**src/rsd_pkg.sv**
```systemverilog
// rsd_pkg: shared constants of the rtc status and defaults block
`default_nettype none
package rsd_pkg;
	// ==========================================================
	// register indices (byte address = index * 4)
	localparam logic [5:0] IDX_HALT = 6'h01;
	localparam logic [5:0] IDX_CENT = 6'h07;
	localparam logic [5:0] IDX_CAL = 6'h08;
	localparam logic [5:0] IDX_WDOG = 6'h09;
	localparam logic [5:0] IDX_ALM = 6'h0A;
	localparam logic [5:0] IDX_HT = 6'h0C;
	localparam logic [5:0] IDX_FLAGS = 6'h0F;
	localparam logic [5:0] IDX_TCTL = 6'h11;
	localparam logic [5:0] IDX_ACAL = 6'h12;
	localparam logic [5:0] IDX_SQW = 6'h13;
	// ==========================================================
	// field positions
	localparam int BIT_ST = 7;
	localparam int BIT_CB_HI = 7;
	localparam int BIT_CB_LO = 6;
	localparam int BIT_OUT = 7;
	localparam int BIT_FT = 6;
	localparam int BIT_ALARM1_IRQ_ENABLE = 7;
	localparam int BIT_HT = 6;
	localparam int BIT_WDF = 7;
	localparam int BIT_AF1 = 6;
	localparam int BIT_AF2 = 5;
	localparam int BIT_BL = 4;
	localparam int BIT_TF = 3;
	localparam int BIT_OF = 2;
	localparam int BIT_TE = 7;
	localparam int BIT_OSC_FAIL_IRQ_ENABLE = 3;
	localparam int BIT_TRIM = 0;
	// ==========================================================
	// writable masks and cold power-up values
	localparam logic [7:0] MASK_ALM = 8'hF0;
	localparam logic [7:0] MASK_TCTL = 8'hE3;
	localparam logic [7:0] MASK_SQW = 8'hF9;
	localparam logic [7:0] COLD_CAL = 8'h80;
	localparam logic [7:0] COLD_ALM = 8'h40;
	localparam logic [7:0] COLD_TCTL = 8'h03;
	localparam logic [7:0] COLD_SQW = 8'h10;
	localparam logic [7:0] BYTE_ZERO = 8'h00;
	// ==========================================================
	// bus answers
	localparam logic [1:0] RESP_OKAY = 2'h0;
	localparam logic [1:0] RESP_SLVERR = 2'h2;
	// ==========================================================
	// timing
	localparam int unsigned CLK_HZ = 125_000_000;
	localparam int unsigned TRIM_WAIT_MS = 8;
	localparam logic [19:0] TRIM_CYCLES = 20'(TRIM_WAIT_MS * (CLK_HZ / 1000));
	localparam logic [16:0] BATT_INTERVAL_S = 17'd86400;
	localparam logic [16:0] SEC_ONE = 17'h00001;
	localparam logic [19:0] CNT_ONE = 20'h00001;
endpackage : rsd_pkg
`default_nettype wire

```
**src/rsd_if.sv**
```systemverilog
// rsd_if: signals between the status top and its two helpers
`default_nettype none
interface rsd_if;
	logic power_up;
	logic initial_power;
	logic vcc_good;
	logic sec_tick;
	logic batt_below;
	logic battery_low_flag;
	logic century_turn;
	logic [6:0] year_bin;
	logic cb_wr;
	logic [1:0] cb_wdata;
	logic [1:0] century;
	logic leap_year;
	modport top(output power_up, initial_power, vcc_good, sec_tick, batt_below,
		century_turn, year_bin, cb_wr, cb_wdata, input battery_low_flag, century, leap_year);
	modport mon(input power_up, vcc_good, sec_tick, batt_below, output battery_low_flag);
	modport cen(input power_up, initial_power, century_turn, year_bin, cb_wr, cb_wdata,
		output century, leap_year);
endinterface : rsd_if
`default_nettype wire

```
**src/rsd_batt_mon.sv**
```systemverilog
// rsd_batt_mon: periodic backup-battery test and low flag
`default_nettype none
module rsd_batt_mon
	import rsd_pkg::*;
#(
	parameter logic [16:0] TEST_INTERVAL_S = BATT_INTERVAL_S
)(
	input wire logic aclk,
	input wire logic aresetn,
	rsd_if.mon bus
);
	logic [16:0] sec_cnt_reg;
	logic [16:0] sec_cnt_next;
	logic bl_reg;
	logic bl_next;
	logic wrap;

	always_comb
	begin
		wrap = bus.sec_tick && (sec_cnt_reg == TEST_INTERVAL_S - SEC_ONE);
		sec_cnt_next = sec_cnt_reg;
		if (wrap)
			sec_cnt_next = '0;
		else if (bus.sec_tick)
			sec_cnt_next = sec_cnt_reg + SEC_ONE;
		bl_next = bl_reg;
		// a failing test sets, a passing one clears; none on battery
		if (bus.vcc_good && (bus.power_up || wrap))
			bl_next = bus.batt_below;
	end

	always_ff @(posedge aclk)
	begin
		if (!aresetn)
		begin
			sec_cnt_reg <= '0;
			bl_reg <= 1'b0;
		end
		else
		begin
			sec_cnt_reg <= sec_cnt_next;
			bl_reg <= bl_next;
		end
	end

	assign bus.battery_low_flag = bl_reg;
endmodule : rsd_batt_mon
`default_nettype wire

```
**src/rsd_century.sv**
```systemverilog
// rsd_century: two-bit century counter and leap-year decision
`default_nettype none
module rsd_century
	import rsd_pkg::*;
(
	input wire logic aclk,
	input wire logic aresetn,
	rsd_if.cen bus
);
	logic [1:0] cb_reg;
	logic [1:0] cb_next;
	logic leap_reg;
	logic leap_next;

	always_comb
	begin
		cb_next = cb_reg;
		if (bus.power_up && bus.initial_power)
			cb_next = '0;
		else if (bus.cb_wr)
			cb_next = bus.cb_wdata;
		else if (bus.century_turn)
			cb_next = cb_reg + 2'h1;
		// code zero is the only leap century
		leap_next = (bus.year_bin[1:0] == 2'h0) && ((bus.year_bin != 7'h00) || (cb_next == 2'h0));
	end

	always_ff @(posedge aclk)
	begin
		if (!aresetn)
		begin
			cb_reg <= '0;
			leap_reg <= 1'b1;
		end
		else
		begin
			cb_reg <= cb_next;
			leap_reg <= leap_next;
		end
	end

	assign bus.century = cb_reg;
	assign bus.leap_year = leap_reg;
endmodule : rsd_century
`default_nettype wire

```
**src/rsd_top.sv**
```systemverilog
// rsd_top: rtc status, defaults, output pin and trim load behind AXI4-Lite
//
// Implementation choices: the address map and the AXI4-Lite slave port.
`default_nettype none
// Notes on behaviour
// test battery at power-up and daily
// low battery sets flag bit 4
// flag clears only when a later test passes
// no battery test while on backup
// century field counts up at century turn
// leap years by 4/100/400, code zero leap
// no irq enabled: pin follows output bit
// pin is open drain, pulls low only
// oscillator stop sets fail flag
// fail flag reads one at first power
// host restarts oscillator via halt toggle
// fail irq released by enable or flag
// fail flag holds until host writes zero
// host waits four seconds before clearing
// cold power-up loads listed defaults
// warm power-up clears test, watchdog, timer
// trim select loads factory trim, read-only
// trim select off: calibration plain storage
// host waits 8 ms for trim load
// flags register layout, low two bits zero
// daily interval counted from seconds ticks
module rsd_top
	import rsd_pkg::*;
#(
	parameter logic [16:0] TEST_INTERVAL_S = BATT_INTERVAL_S,
	parameter logic [19:0] TRIM_WAIT_CYCLES = TRIM_CYCLES,
	parameter logic [7:0] FACTORY_TRIM = 8'h00
)(
	input wire logic aclk,
	input wire logic aresetn,
	input wire logic [7:0] s_axi_awaddr,
	input wire logic s_axi_awvalid,
	output logic s_axi_awready,
	input wire logic [31:0] s_axi_wdata,
	input wire logic [3:0] s_axi_wstrb,
	input wire logic s_axi_wvalid,
	output logic s_axi_wready,
	output logic [1:0] s_axi_bresp,
	output logic s_axi_bvalid,
	input wire logic s_axi_bready,
	input wire logic [7:0] s_axi_araddr,
	input wire logic s_axi_arvalid,
	output logic s_axi_arready,
	output logic [31:0] s_axi_rdata,
	output logic [1:0] s_axi_rresp,
	output logic s_axi_rvalid,
	input wire logic s_axi_rready,
	input wire logic power_up_pulse,
	input wire logic initial_power,
	input wire logic vcc_good,
	input wire logic batt_below,
	input wire logic sec_tick,
	input wire logic osc_stopped,
	input wire logic century_turn,
	input wire logic [6:0] year_bin,
	input wire logic watchdog_flag,
	input wire logic alarm1_flag,
	input wire logic alarm2_flag,
	input wire logic timer_flag,
	output logic irq_output_pin_o,
	output logic irq_output_pin_oe,
	output logic oscillator_halt_bit,
	output logic leap_year,
	output logic [1:0] century
);
	// ==========================================================
	// helpers
	rsd_if lnk ();

	assign lnk.power_up = power_up_pulse;
	assign lnk.initial_power = initial_power;
	assign lnk.vcc_good = vcc_good;
	assign lnk.sec_tick = sec_tick;
	assign lnk.batt_below = batt_below;
	assign lnk.century_turn = century_turn;
	assign lnk.year_bin = year_bin;

	rsd_batt_mon #(.TEST_INTERVAL_S(TEST_INTERVAL_S)) u_batt (
		.aclk(aclk),
		.aresetn(aresetn),
		.bus(lnk.mon)
	);

	rsd_century u_cent (
		.aclk(aclk),
		.aresetn(aresetn),
		.bus(lnk.cen)
	);

	// ==========================================================
	// state
	logic halt_reg, halt_next;
	logic [7:0] cal_reg, cal_next;
	logic [7:0] wdog_reg, wdog_next;
	logic [7:0] alm_reg, alm_next;
	logic ht_reg, ht_next;
	logic of_reg, of_next;
	logic [7:0] tctl_reg, tctl_next;
	logic [7:0] acal_reg, acal_next;
	logic [7:0] sqw_reg, sqw_next;
	logic [19:0] trim_cnt_reg, trim_cnt_next;
	logic irq_oe_reg, irq_oe_next;
	logic aw_have_reg, aw_have_next;
	logic w_have_reg, w_have_next;
	logic [5:0] aw_idx_reg, aw_idx_next;
	logic [7:0] wbyte_reg, wbyte_next;
	logic wen_reg, wen_next;
	logic awready_reg, awready_next;
	logic wready_reg, wready_next;
	logic bvalid_reg, bvalid_next;
	logic [1:0] bresp_reg, bresp_next;
	logic arready_reg, arready_next;
	logic rvalid_reg, rvalid_next;
	logic [1:0] rresp_reg, rresp_next;
	logic [7:0] rdata_reg, rdata_next;
	logic do_wr;
	logic hit;
	logic rd_hit;
	logic [7:0] rd_val;
	logic [7:0] flags;
	logic cold;
	logic any_en;

	// ==========================================================
	// read side mux
	assign flags = {watchdog_flag, alarm1_flag, alarm2_flag, lnk.battery_low_flag,
		timer_flag, of_reg, 2'h0};

	always_comb
	begin
		rd_hit = 1'b1;
		rd_val = BYTE_ZERO;
		case (s_axi_araddr[7:2])
			IDX_HALT: rd_val[BIT_ST] = halt_reg;
			IDX_CENT: rd_val[BIT_CB_HI:BIT_CB_LO] = lnk.century;
			IDX_CAL: rd_val = cal_reg;
			IDX_WDOG: rd_val = wdog_reg;
			IDX_ALM: rd_val = alm_reg;
			IDX_HT: rd_val[BIT_HT] = ht_reg;
			IDX_FLAGS: rd_val = flags; // reading has no side effect here
			IDX_TCTL: rd_val = tctl_reg;
			IDX_ACAL: rd_val = acal_reg;
			IDX_SQW: rd_val = sqw_reg;
			default: rd_hit = 1'b0;
		endcase
	end

	// ==========================================================
	// next state
	always_comb
	begin
		halt_next = halt_reg;
		cal_next = cal_reg;
		wdog_next = wdog_reg;
		alm_next = alm_reg;
		ht_next = ht_reg;
		of_next = of_reg;
		tctl_next = tctl_reg;
		acal_next = acal_reg;
		sqw_next = sqw_reg;
		trim_cnt_next = trim_cnt_reg;
		aw_have_next = aw_have_reg;
		w_have_next = w_have_reg;
		aw_idx_next = aw_idx_reg;
		wbyte_next = wbyte_reg;
		wen_next = wen_reg;
		bvalid_next = bvalid_reg;
		bresp_next = bresp_reg;
		rvalid_next = rvalid_reg;
		rresp_next = rresp_reg;
		rdata_next = rdata_reg;
		lnk.cb_wr = 1'b0;
		lnk.cb_wdata = wbyte_reg[BIT_CB_HI:BIT_CB_LO];
		hit = 1'b1;
		cold = power_up_pulse && initial_power;
		// address and data may arrive in either order
		if (s_axi_awvalid && awready_reg)
		begin
			aw_have_next = 1'b1;
			aw_idx_next = s_axi_awaddr[7:2];
		end
		if (s_axi_wvalid && wready_reg)
		begin
			w_have_next = 1'b1;
			wbyte_next = s_axi_wdata[7:0];
			wen_next = s_axi_wstrb[0];
		end
		do_wr = aw_have_reg && w_have_reg && !bvalid_reg;
		if (do_wr)
		begin
			aw_have_next = 1'b0;
			w_have_next = 1'b0;
			bvalid_next = 1'b1;
			case (aw_idx_reg)
				IDX_HALT: if (wen_reg) halt_next = wbyte_reg[BIT_ST];
				IDX_CENT: lnk.cb_wr = wen_reg;
				IDX_CAL: if (wen_reg) cal_next = wbyte_reg;
				IDX_WDOG: if (wen_reg) wdog_next = wbyte_reg;
				IDX_ALM: if (wen_reg) alm_next = wbyte_reg & MASK_ALM;
				IDX_HT: if (wen_reg) ht_next = wbyte_reg[BIT_HT];
				IDX_FLAGS: if (wen_reg && !wbyte_reg[BIT_OF]) of_next = 1'b0;
				IDX_TCTL: if (wen_reg) tctl_next = wbyte_reg & MASK_TCTL;
				IDX_ACAL: if (wen_reg && !sqw_reg[BIT_TRIM]) acal_next = wbyte_reg;
				IDX_SQW: if (wen_reg) sqw_next = wbyte_reg & MASK_SQW;
				default: hit = 1'b0;
			endcase
			bresp_next = hit ? RESP_OKAY : RESP_SLVERR;
		end
		else if (bvalid_reg && s_axi_bready)
			bvalid_next = 1'b0;
		if (s_axi_arvalid && arready_reg)
		begin
			rvalid_next = 1'b1;
			rdata_next = rd_val;
			rresp_next = rd_hit ? RESP_OKAY : RESP_SLVERR;
		end
		else if (rvalid_reg && s_axi_rready)
			rvalid_next = 1'b0;
		// factory trim: rising select starts the load delay
		if (!sqw_next[BIT_TRIM])
			trim_cnt_next = '0;
		else if (!sqw_reg[BIT_TRIM])
			trim_cnt_next = TRIM_WAIT_CYCLES;
		else if (trim_cnt_reg != '0)
			trim_cnt_next = trim_cnt_reg - CNT_ONE;
		if (trim_cnt_reg == CNT_ONE)
			acal_next = FACTORY_TRIM;
		// stop wins over a host clear in the same cycle
		if (osc_stopped || halt_reg)
			of_next = 1'b1;
		if (cold)
		begin
			// first power: everything to its cold value
			halt_next = 1'b0;
			cal_next = COLD_CAL;
			wdog_next = BYTE_ZERO;
			alm_next = COLD_ALM;
			ht_next = 1'b1;
			of_next = 1'b1;
			tctl_next = COLD_TCTL;
			acal_next = BYTE_ZERO;
			sqw_next = COLD_SQW;
			trim_cnt_next = '0;
		end
		else if (power_up_pulse)
		begin
			cal_next[BIT_FT] = 1'b0;
			wdog_next = BYTE_ZERO;
			tctl_next[BIT_TE] = 1'b0;
			ht_next = 1'b1;
		end
		// ready only while nothing is held, so one write is in flight
		awready_next = !aw_have_next && !bvalid_next;
		wready_next = !w_have_next && !bvalid_next;
		arready_next = !rvalid_next;
		// open-drain pin, only ever pulls low
		any_en = sqw_next[BIT_OSC_FAIL_IRQ_ENABLE] || alm_next[BIT_ALARM1_IRQ_ENABLE] || (wdog_next != BYTE_ZERO);
		if (any_en)
			irq_oe_next = (sqw_next[BIT_OSC_FAIL_IRQ_ENABLE] && of_next)
				|| (alm_next[BIT_ALARM1_IRQ_ENABLE] && alarm1_flag)
				|| ((wdog_next != BYTE_ZERO) && watchdog_flag);
		else
			irq_oe_next = !cal_next[BIT_OUT];
	end

	// ==========================================================
	// registers; reset equals a cold power-up
	always_ff @(posedge aclk)
	begin
		if (!aresetn)
		begin
			halt_reg <= 1'b0;
			cal_reg <= COLD_CAL;
			wdog_reg <= BYTE_ZERO;
			alm_reg <= COLD_ALM;
			ht_reg <= 1'b1;
			of_reg <= 1'b1;
			tctl_reg <= COLD_TCTL;
			acal_reg <= BYTE_ZERO;
			sqw_reg <= COLD_SQW;
			trim_cnt_reg <= '0;
			irq_oe_reg <= 1'b0;
			aw_have_reg <= 1'b0;
			w_have_reg <= 1'b0;
			aw_idx_reg <= '0;
			wbyte_reg <= BYTE_ZERO;
			wen_reg <= 1'b0;
			awready_reg <= 1'b0;
			wready_reg <= 1'b0;
			bvalid_reg <= 1'b0;
			bresp_reg <= RESP_OKAY;
			arready_reg <= 1'b0;
			rvalid_reg <= 1'b0;
			rresp_reg <= RESP_OKAY;
			rdata_reg <= BYTE_ZERO;
		end
		else
		begin
			halt_reg <= halt_next;
			cal_reg <= cal_next;
			wdog_reg <= wdog_next;
			alm_reg <= alm_next;
			ht_reg <= ht_next;
			of_reg <= of_next;
			tctl_reg <= tctl_next;
			acal_reg <= acal_next;
			sqw_reg <= sqw_next;
			trim_cnt_reg <= trim_cnt_next;
			irq_oe_reg <= irq_oe_next;
			aw_have_reg <= aw_have_next;
			w_have_reg <= w_have_next;
			aw_idx_reg <= aw_idx_next;
			wbyte_reg <= wbyte_next;
			wen_reg <= wen_next;
			awready_reg <= awready_next;
			wready_reg <= wready_next;
			bvalid_reg <= bvalid_next;
			bresp_reg <= bresp_next;
			arready_reg <= arready_next;
			rvalid_reg <= rvalid_next;
			rresp_reg <= rresp_next;
			rdata_reg <= rdata_next;
		end
	end

	// ==========================================================
	// outputs
	assign s_axi_awready = awready_reg;
	assign s_axi_wready = wready_reg;
	assign s_axi_bvalid = bvalid_reg;
	assign s_axi_bresp = bresp_reg;
	assign s_axi_arready = arready_reg;
	assign s_axi_rvalid = rvalid_reg;
	assign s_axi_rresp = rresp_reg;
	assign s_axi_rdata = {24'h000000, rdata_reg};
	assign irq_output_pin_o = 1'b0;
	assign irq_output_pin_oe = irq_oe_reg;
	assign oscillator_halt_bit = halt_reg;
	assign leap_year = lnk.leap_year;
	assign century = lnk.century;
endmodule : rsd_top
`default_nettype wire

```
**config.mk**
```make
export PLATFORM = sky130hd
export DESIGN_NAME = rsd_top
export DESIGN_NICKNAME = d
export VERILOG_FILES = /design/src/rsd_pkg.sv /design/src/rsd_if.sv /design/src/rsd_batt_mon.sv /design/src/rsd_century.sv /design/src/rsd_top.sv
export SDC_FILE = /design/constraint.sdc
export NUM_CORES = 1
export LEC_CHECK = 0
export BUFFER_PORTS_ARGS = -buffer_cell sky130_fd_sc_hd__buf_4
export CAP_MARGIN = 15
export CORE_AREA = 2 2 141 143
export DETAILED_ROUTE_END_ITERATION = 10
export DIE_AREA = 0 0 143 145
export SYNTH_ARGS = -nofsm -noshare
export SYNTH_HDL_FRONTEND = slang
export SYNTH_SLANG_ARGS = --single-unit
```
**constraint.sdc**
```tcl
create_clock -name aclk -period 4.35 [get_ports aclk]
set_clock_uncertainty 0.1 [all_clocks]
set_input_delay 0.87 -clock aclk [delete_from_list [all_inputs] [get_ports aclk]]
set_output_delay 0.87 -clock aclk [all_outputs]
set_load 0.05 [all_outputs]
```
**After elaboration in Yosys (flattened, before gate mapping)**

Index checks and enable logic that the tools add are counted.

- Register bits after elaboration: 118
- Output and inout bits: 47

- Add/sub/neg operators: 3
- Equality and inequality tests: 23
- Muxes and demuxes: 46
- Bitwise logic cells: 3
- Reduce and logical (&&, ||, !) cells: 53

Operators by type and width:

| kind | number |
|---|---|
| 2-to-1 mux 8 bit | 12 |
| equality test 6 x 4 -> 1 bit, second input constant | 10 |
| case mux 6 bit (7 select lines) | 1 |
| 2-to-1 mux 20 bit | 2 |
| equality test 6 x 5 -> 1 bit, second input constant | 6 |
| AND reduction 3 bit | 7 |
| equality test 20 x 1 -> 1 bit, second input constant | 1 |
| 2-to-1 mux 1 bit | 20 |
| nonzero test 20 bit | 1 |
| OR reduction 10 bit | 2 |
| subtractor 20 x 1 -> 20 bit, second input constant | 1 |
| logical AND 1 bit | 18 |
| case mux 1 bit (9 select lines) | 2 |
| adder 17 x 1 -> 17 bit, second input constant | 1 |
| equality test 17 bit, second input constant | 1 |
| 2-to-1 mux 4 bit | 4 |
| equality test 6 x 1 -> 1 bit, second input constant | 2 |
| equality test 6 x 3 -> 1 bit, second input constant | 2 |
| 2-to-1 mux 2 bit | 5 |
| OR reduction 3 bit | 3 |
| logical NOT 1 bit | 8 |
| nonzero test 8 bit | 1 |
| logical OR 1 bit | 7 |
| nonzero test 7 bit | 1 |
| other kinds (6) | 10 |

**Logic depth before layout (Yosys ltp)**

Gate-level depths: netlist (run 1).

- Depth after elaboration: 11
- Gate-level depth with buffers: 7

**Cells and area by module**

Synthesis (run 1) repeated with hierarchy kept, for this count alone.

- Cells, all modules: 685
- Area, all modules: 5803.1 µm²

By module, submodules not included:

| module | instances | cells an instance | area each (µm²) | sequential area each (µm²) |
|---|---|---|---|---|
| rsd_top | 1 | 568 | 4777.1 | 1901.8 |
| rsd_batt_mon | 1 | 97 | 872.1 | 360.3 |
| rsd_century | 1 | 20 | 153.9 | 60.1 |

**Worst setup path before layout (run 1)**

OpenSTA, ideal clock, no wires.

- Kind: input port to flip-flop
- Start: input sec_tick
- End: register u_batt.sec_cnt_reg[0]
- Data arrival time: 2.260 ns
- Data required time: 4.122 ns
- Slack: 1.862 ns
- Stages on the path: 6
- Path buffers: 2
- Path through: clkbuf_1 -> nand4_1 -> or2_2 -> o21ai_1 -> clkbuf_1 -> nor2_1

- Word-level cells in the longest chain between the ends: 2

Ends and longest elaborated chain:

| element | line | text |
|---|---|---|
| from (decl) | rsd_top.sv:57 | `input wire logic sec_tick,` |
| logical AND 1 bit | rsd_batt_mon.sv:20 | `wrap = bus.sec_tick && (sec_cnt_reg == TEST_INTERVAL_S - SEC_ONE);` |
| OR reduction 2 bit (no line) | - |  |
| to (signal assigned) | rsd_batt_mon.sv:41 | `sec_cnt_reg <= sec_cnt_next;` |
| to (decl) | rsd_batt_mon.sv:12 | `logic [16:0] sec_cnt_reg;` |

Parallel ways exist; a longest one is shown, timed or not.
A chain may end at the register's enable or synchronous reset.

**Worst setup path in the final report (run 1)**

- Start: register aw_idx_reg[4]
- End: register trim_cnt_reg[10]

- Word-level cells in the longest chain between the ends: 5

Ends and longest elaborated chain:

| element | line | text |
|---|---|---|
| from (decl) | rsd_top.sv:110 | `logic [5:0] aw_idx_reg, aw_idx_next;` |
| from (signal assigned) | rsd_top.sv:317 | `aw_idx_reg <= aw_idx_next;` |
| equality test 6 x 5 -> 1 bit | rsd_top.sv:199 | `case (aw_idx_reg)` |
| 2-to-1 mux 4 bit | rsd_top.sv:199 |  |
| 2-to-1 mux 4 bit | rsd_top.sv:194 | `if (do_wr)` |
| NOT 1 bit (no line) | - |  |
| OR reduction 4 bit (no line) | - |  |
| to (signal assigned) | rsd_top.sv:313 | `trim_cnt_reg <= trim_cnt_next;` |
| to (decl) | rsd_top.sv:106 | `logic [19:0] trim_cnt_reg, trim_cnt_next;` |

Every way passes these cells.

==> results of run 1 <==
==> cells by family after synthesis <==
kind of cell,after synthesis,share of synthesized area [%]
compound gates,109,13.5
xor+xnor,36,5.54
fa+ha+maj,4,0.880
buf+inv,81,7.44
flops,116,40.8
mux,54,9.77
other cells,1,0.0659
simple gates,244,22.0
==> report_power, final <==
group          switching, mW  leakage (nW)  internal [mW]  total (mW)
Clock                  0.476         0.285          0.854        1.33
Sequential            0.0302         0.939           1.08        1.11
Combinational          0.161          1.64         0.0768       0.238
Total                  0.667          2.87           2.01        2.68
==> final cells by class <==
type,count,area [µm²]
multi-input combinational,474,3040
clock inverter,8,75.1
inverter,13,48.8
fill,1972,12400
clock buffer,23,498
timing repair buffer,67,503
tap,265,332
sequential,116,2320
==> how the worst min path moves through the flow <==
stage / endpoint / slack, ns / depth (start not counted)
after global placement: tctl_reg[0]$_SDFFE_PP1P_ / 0.36 / 2
after floorplan: ht_reg$_SDFFE_PP1P_ / 0.34 / 2
after detailed placement: tctl_reg[0]$_SDFFE_PP1P_ / 0.36 / 2
final: tctl_reg[0]$_SDFFE_PP1P_ / 0.37 / 2
after global routing: tctl_reg[0]$_SDFFE_PP1P_ / 0.40 / 2
after CTS: tctl_reg[0]$_SDFFE_PP1P_ / 0.38 / 2
==> layer usage <==
layer  track usage, %  up-vias  routed length, µm
li1                 -     2329                  -
met1             17.9     2134               6520
met2             21.3       90               6430
met3             3.04       16                530
met4             4.55        0                184
met5                0        -                  0
==> synth_stat cells, types with 3 or more instances <==
library cell    n  share of area, %
a32oi_1         4              0.62
nor4_1          7              0.77
xnor2_1        10               1.5
a22o_1          3              0.46
nand2_1        47               3.1
a31oi_1         4              0.44
nor2b_1         7              0.77
o211ai_1        9               1.2
xor2_1         26               4.0
a211oi_1        3              0.40
and2_1          7              0.77
inv_1          13              0.86
and3_1          8              0.88
ha_1            4              0.88
clkbuf_1       34               2.2
o21ai_0        16               1.4
nand4b_1        6              0.92
dfxtp_1       116                41
nand3_1        20               1.8
a21boi_0       18               2.4
a22oi_1         7              0.92
a21oi_1        19               1.7
buf_1           3              0.20
nand4_1         9              0.99
or4_1           7              0.92
nor4b_1         4              0.62
nor3b_1         3              0.40
buf_4          27               3.6
nor2_1         86               5.7
mux2i_1        45               7.9
nand2b_1        6              0.66
o32ai_1         3              0.46
mux2_2          8               1.6
nor3_1          9              0.79
==> critical path: stages (launching register included) <==
cell,delay (ns)
dfxtp_1,0.45
nor4b_1,0.48
nand4_1,0.54
o211ai_1,1.03
nor2_1,0.12
==> stage by stage <==
step | hold slack [ns] | power (mW) | utilization (%) | instance area [µm²]
after CTS | 0.376 | 2.71 | 35.5 | 6810
after detailed placement | 0.363 | 1.37 | 32.5 | 6240
after global placement | 0.357 | 1.37 | 32.5 | 6240
after floorplan | 0.336 | 1.32 | - | 5790
after global routing | 0.399 | 2.78 | 35.5 | 6820
final | 0.374 | 2.68 | 35.5 | 6820
==> flow_summary.ini, run 1 <==
[status]
status = completed

[grt]
grt_start_max_net_pins = 46
grt.overflow.total = 0
grt_pass1_vias = 4242
grt_pass1_wl_um = 22000
antenna_found_initial = 0
grt_usage_pct = 13.4

[critical_path]
startpoint = aw_idx_reg[4]$_SDFFE_PN0P_
crit_fanout = 13
rr_startpoint = aw_idx_reg[4]$_SDFFE_PN0P_
timing.rr.end = trim_cnt_reg[10]$_SDFFE_PP0P_
worst-r2r-cell-count = 4
cp.arrival_ns = 3.03
end_kind = register
cp.required_ns = 4.51
cp-endpoint = trim_cnt_reg[10]$_SDFFE_PP0P_
worst_setup_path_start_kind = register
critical_path_class = register to register
r2r_slack_ns = 1.48

[clock_tree]
ctsLongestPathBuffers = 2
ctsHoldBuffers = 0
cts_tree = done
htree_levels = 4
cts_resized = 0
cts_root_buf = clkbuf_16
cts_sinks = 116
numCtsBuffers = 17
path_clk_slew_ns = 0.05
clkLatencyLatePin_ns = 0.42
post_cts_buffers = 0

[logic_synthesis]
postSynthCellCount = 645
syn_area_um2 = 5690
async_reset_ff_share_pct = 0
yosysSeqAreaShare_pct = 40.8
synth-main-ff-cell = dfxtp_1
ys_ff_latch = 116
yosys_warnings = 0
synth_edf_count = 0
ys_types = 68
syn_area_per_cell_um2 = 8.82

[placement]
dpl.cell_count = 934
place_ws_ns = 1.49
place.gp.congestion = 0.778
post-dp-hpwl_um = 9610
io_buffers = 65

[floorplan]
core_area_um2 = 19200
fp.dieArea_um2 = 20700
die-height_um = 145
start_util_pct = 29.6
ios = 124
num_rows = 51
die_w_um = 143

[sta]
rsz0062_at_grt = no
fin_ws_ns = 1.48
relSlewSlack_pct = 29.9
period_minus_slack_ns = 2.87
hold_viol_final = 0
setup_viol = 0
max_freq_mhz = 349
tightest_slew_ns = 1.05
finalCritPeriodShare_pct = 65.9
maxSlewViolCount = 0
fin_tns_setup_ns = 0

[layout]
final_common_cell = dfxtp_1
area_growth_pct = 19.9
layout_common_cells = dfxtp_1, nor2_1, buf_4
drive_gt1_share_pct = 16.4
antennaDiodeCount = 0
nNetsFinal = 770
largest_reg_flops = 20
layout.cells.non_filler = 966

[power_and_ir_drop]
peakVddDrop_mv = 0.252
power_density_nw_per_um2 = 393
leakagePower_nw = 2.87

[drt]
avgViaCountPerCell = 4.73
wl_per_cell_um = 14.1
vias = 4569
firstDrtPassIters = 4
ant_nets = 0
drc = 0
wl_um = 13700
drt_iter0_markers = 247

[hold_path]
worstHoldStart = tctl_reg[0]$_SDFFE_PP1P_
hold_class = register to register

[run]
maxCapViolCount = 0
Note: power is estimated with default switching activity, not from simulation.
==> run 2, diff against run 1 <==
==> constraint.sdc (replaced) <==
create_clock -name aclk -period 2.49 [get_ports aclk]
set_clock_uncertainty 0.1 [all_clocks]
set_input_delay 0.498 -clock aclk [delete_from_list [all_inputs] [get_ports aclk]]
set_output_delay 0.498 -clock aclk [all_outputs]
set_load 0.05 [all_outputs]
==> run 2 against run 1 <==
Against the previous run:
- die area is the same
- global-route usage grew 0.63 points
- sequential power grew 74%
- sequential share of layout area shrank 1.3 points
- first-iteration DRC count grew 32%
- maximum frequency grew 22%
- flip-flop and latch count is the same
- clock-buffer cell count shrank 1
- combinational power grew 89%
- cell count grew 3.0%
- clock power grew 95%
- via count grew 3.0%
- highest routed layer unchanged
==> flow_summary.ini, run 2 (synthesis gave the netlist of run 1 again) <==
[status]
status = completed

[sta]
rsz0062_at_grt = no
setup_viol = 0
fin_ws_ns = 0.139
fin_tns_setup_ns = 0
finalCritPeriodShare_pct = 94.4
relSlewSlack_pct = 57.1
maxSlewViolCount = 0
period_minus_slack_ns = 2.35
hold_viol_final = 0
tightest_slew_ns = 0.642
max_freq_mhz = 425
worst_hold_slack_ns = 0.185

[floorplan]
num_rows = 51
ios = 124
core_area_um2 = 19200
die-height_um = 145
die_w_um = 143
start_util_pct = 29.6
fp.dieArea_um2 = 20700

[drt]
firstDrtPassIters = 4
avgViaCountPerCell = 4.73
drc = 0
wl_um = 13900
wl_per_cell_um = 14.0
drt_iter0_markers = 325
ant_nets = 0
vias = 4704

[clock_tree]
cts_sinks = 116
path_clk_slew_ns = 0.05
ctsLongestPathBuffers = 2
ctsHoldBuffers = 0
cts_tree = done
clkLatencyLatePin_ns = 0.41
htree_levels = 4
numCtsBuffers = 17
cts_root_buf = clkbuf_16

[critical_path]
crit_chain = or4_1, or3_1, nor2_1, mux2_2, nor2_1
worst_setup_path_start_kind = register
cpMostUsedCell = nor2_1
cp.arrival_ns = 2.60
critical_path_class = register to register
critPathSlowestCell = or4_1
end_kind = register
crit_fanout = 13
path_buf_inv = 0
crit_family = simple AND/OR/NAND/NOR gates
cp.required_ns = 2.74
critPathMaxStageDelay_ns = 0.59

[grt]
grt_usage_pct = 14.0
grt_pass1_wl_um = 23200
antenna_found_initial = 0
grt_start_max_net_pins = 30
grt.overflow.total = 0
grt_pass1_vias = 4574

[layout]
layout_common_cells = dfxtp_1, buf_4, nor2_1
area_growth_pct = 24.8
largest_reg_flops = 20
fillers = 1976
nNetsFinal = 799
antennaDiodeCount = 0
multi_input_area_um2 = 3040
final_common_cell = dfxtp_1
register_area_um2 = 2320
drive_gt1_share_pct = 19.7

[power_and_ir_drop]
peakVddDrop_mv = 0.437
leakagePower_nw = 3.03
power_density_nw_per_um2 = 702

[placement]
place.gp.congestion = 0.797
io_buffers = 65
post-dp-hpwl_um = 10100
place_ws_ns = 0.146

[hold_path]
hold_class = primary input to register

[run]
maxCapViolCount = 0
-- run 2: cell types whose count changed in the layout (fill, tap and decap cells not counted), sizes merged --
cell      before  now
buf           67   96
bufinv         1    4
clkinv         6    3
clkbuf        23   22
clkinvlp       1    2
-- run 2: per-stage QoR --
stage / cell area [µm²] / power, mW / std cells / utilization, %
global route: 7100 / 5.16 / 995 / 37.0
floorplan: 5790 / 2.30 / 671 / -
global placement: 6460 / 2.42 / 964 / 33.7
CTS: 7100 / 5.03 / 995 / 37.0
detailed placement: 6460 / 2.42 / 964 / 33.7
finish: 7100 / 4.98 / 995 / 37.0
-- run 2: worst reg2reg max path, delay by kind of cell, from the launching register on --
family           cells  cell delay (ns)
multiplexers         1             0.35
flip-flops           1             0.33
AND/OR/NAND/NOR      4             1.50
-- run 2: metal layers --
layer	part of all wire (%)	routed length, µm	GRT usage (%)	up-vias
li1	-	-	-	2375
met1	47	6550	18.3	2235
met2	48	6690	22.6	81
met3	4.0	551	3.86	13
met4	0.94	131	4.11	0
met5	0	0	0	-
-- run 2: repair_timing --
action,CTS,global route
gates resized for setup,0,1
setup buffers,0,0
hold endpoints to repair,0,0
endpoints found under the setup margin,0,1
-- run 2: final timing paths --
check,from,to,slack [ns],cells past startpoint
worst max register to register,trim_cnt_reg[7]$_SDFFE_PP0P_,trim_cnt_reg[1]$_SDFFE_PP0P_,0.14,5
worst max-delay path,trim_cnt_reg[7]$_SDFFE_PP0P_,trim_cnt_reg[1]$_SDFFE_PP0P_,0.14,5
worst min register to register,tctl_reg[0]$_SDFFE_PP1P_,tctl_reg[0]$_SDFFE_PP1P_,0.37,2
worst min-delay path,year_bin[0],u_cent.bus.leap_year$_SDFF_PN1_,0.18,2
-- run 2: layout make-up --
class | instances | share of cell area (%)
inverters | 13 | 0.687
well taps | 265 | 4.67
multi-input cells | 474 | 42.8
repair buffers | 96 | 10.2
clock inverters | 9 | 2.11
clock buffers | 22 | 6.82
flip-flops and latches | 116 | 32.7
-- run 2: where the power goes --
part	internal, mW	switching (mW)
Combinational	0.151	0.300
Clock	1.77	0.832
Sequential	1.89	0.0378
Total	3.81	1.17
==> run 3, diff against run 2 <==
==> constraint.sdc (replaced) <==
create_clock -name aclk -period 2.2 [get_ports aclk]
set_clock_uncertainty 0.1 [all_clocks]
set_input_delay 0.44 -clock aclk [delete_from_list [all_inputs] [get_ports aclk]]
set_output_delay 0.44 -clock aclk [all_outputs]
set_load 0.05 [all_outputs]
==> run 3 against run 2 <==
Against the previous run:
- the run now ends with setup timing left
- largest power group unchanged
- worst setup slack lost 0.15 ns
- cell area is 2.9% higher
- worst hold slack worse by 0.061 ns
- combinational power rose by 18%
- first-iteration DRC count fell by 7.4%
==> flow_summary.ini, run 3 (synthesis gave the netlist of run 1 again) <==
[drt]
drt_iter0_markers = 301
wl_um = 14200
ant_nets = 0
firstDrtPassIters = 5
wl_per_cell_um = 13.8
avgViaCountPerCell = 4.69
drc = 0
vias = 4824

[hold_path]
holdPathEnd = u_cent.bus.leap_year$_SDFF_PN1_
hold_class = primary input to register
hold_depth = 2
worstHoldStart = year_bin[0]

[clock_tree]
numCtsBuffers = 17
path_clk_slew_ns = 0.05
clkLatencyLatePin_ns = 0.41
cts_sinks = 116
ctsLongestPathBuffers = 2
htree_levels = 4
cts_root_buf = clkbuf_16
cts_tree = done

[floorplan]
die_w_um = 143
core_area_um2 = 19200
fp.dieArea_um2 = 20700
die-height_um = 145
start_util_pct = 29.6
ios = 124
num_rows = 51

[placement]
place_area_um2 = 6700
place.gp.congestion = 0.801
dpl.cell_count = 995
place_ws_ns = -0.0358
io_buffers = 65
post-dp-hpwl_um = 10400

[critical_path]
timing.rr.end = irq_output_pin_oe$_SDFF_PN0_
worst_setup_path_start_kind = register
r2r_slack_ns = -0.01
critical_path_class = register to register
cp.arrival_ns = 2.41
end_kind = register
worst-r2r-cell-count = 5
crit_fanout = 3
cp.required_ns = 2.40
rr_startpoint = aw_idx_reg[2]$_SDFFE_PN0P_

[grt]
antenna_found_initial = 0
grt.overflow.total = 0
grt_usage_pct = 14.1
grt_pass1_wl_um = 23000
grt_start_max_net_pins = 22
grt_pass1_vias = 4574

[sta]
fin_tns_setup_ns = -0.0104
period_minus_slack_ns = 2.21
fin_ws_ns = -0.0104
setup_viol = 1
max_freq_mhz = 452
maxSlewViolCount = 0
worst_hold_slack_ns = 0.124
tightest_slew_ns = 0.642
hold_viol_final = 0
relSlewSlack_pct = 57.0
finalCritPeriodShare_pct = 100
rsz0062_at_grt = yes

[power_and_ir_drop]
finalPower_mw = 5.30
peakVddDrop_mv = 0.497
power_density_nw_per_um2 = 726
leakagePower_nw = 3.16

[layout]
largest_reg_flops = 20
nNetsFinal = 832
stdcell_area_um2 = 7310
area_growth_pct = 28.4
antennaDiodeCount = 0
layout.cells.non_filler = 1029
fillers = 1937
final_common_cell = buf_4
post-route-util_pct = 38.0
drive_gt1_share_pct = 24.5
layout_common_cells = buf_4, dfxtp_1, nor2_1

[status]
violations = setup timing
status = complete, but fails checks

[run]
maxCapViolCount = 0
run 3: changes by cell type in the layout (fill, tap and decap cells not counted), sizes merged:
cell and delta:
buf +33, clkbuf +1, clkinv +3, bufinv -3
run 3: power by group:
part,leakage (nW),total (mW),switching [mW],internal (mW)
Sequential,0.941,2.18,0.0394,2.14
Combinational,1.94,0.531,0.346,0.185
Clock,0.273,2.59,0.958,1.63
run 3: how the worst max path moves through the flow:
stage	slack, ns	endpoint	cells past startpoint	start
5_1_grt	-0.04	irq_output_pin_oe$_SDFF_PN0_	5	aw_idx_reg[2]$_SDFFE_PN0P_
2_1_floorplan	-0.17	irq_output_pin_oe$_SDFF_PN0_	7	aw_idx_reg[2]$_SDFFE_PN0P_
4_1_cts	-0.02	irq_output_pin_oe$_SDFF_PN0_	5	aw_idx_reg[2]$_SDFFE_PN0P_
3_3_place_gp	-0.02	irq_output_pin_oe$_SDFF_PN0_	5	s_axi_bvalid$_SDFF_PN0_
6_report	-0.01	irq_output_pin_oe$_SDFF_PN0_	5	aw_idx_reg[2]$_SDFFE_PN0P_
3_5_place_dp	-0.04	irq_output_pin_oe$_SDFF_PN0_	5	s_axi_bvalid$_SDFF_PN0_
run 3: layer usage:
metal	part of all wire, %	track usage (%)	vias to the layer above
met5	0	0	-
met4	1.3	5.00	0
met3	3.8	3.56	16
met2	50	23.2	95
met1	45	17.7	2262
li1	-	-	2451
run 3: layout make-up:
class / count / area, µm² / share of cell area [%]
Clock buffer: 23 / 478 / 6.54
Sequential cell: 116 / 2330 / 31.9
Clock inverter: 9 / 78.8 / 1.08
Multi-Input combinational cell: 474 / 3070 / 42.0
Timing Repair Buffer: 129 / 972 / 13.3
Inverter: 13 / 48.8 / 0.668
Tap cell: 265 / 332 / 4.54
run 3: worst max-delay path: stages (launching register included):
cell and delay (ns):
dfxtp_2 0.32, or4b_4 0.53, or4_4 0.45, mux2_4 0.32, o2111a_1 0.13, o31a_1 0.24
run 3: repair_timing:
action	in CTS	in global routing
endpoints found under the hold margin	0	0
hold buffers	0	0
setup buffers	0	2
gates cloned	0	0
resized for setup	2	9
endpoints found under the setup margin	1	5
pin swaps	0	6
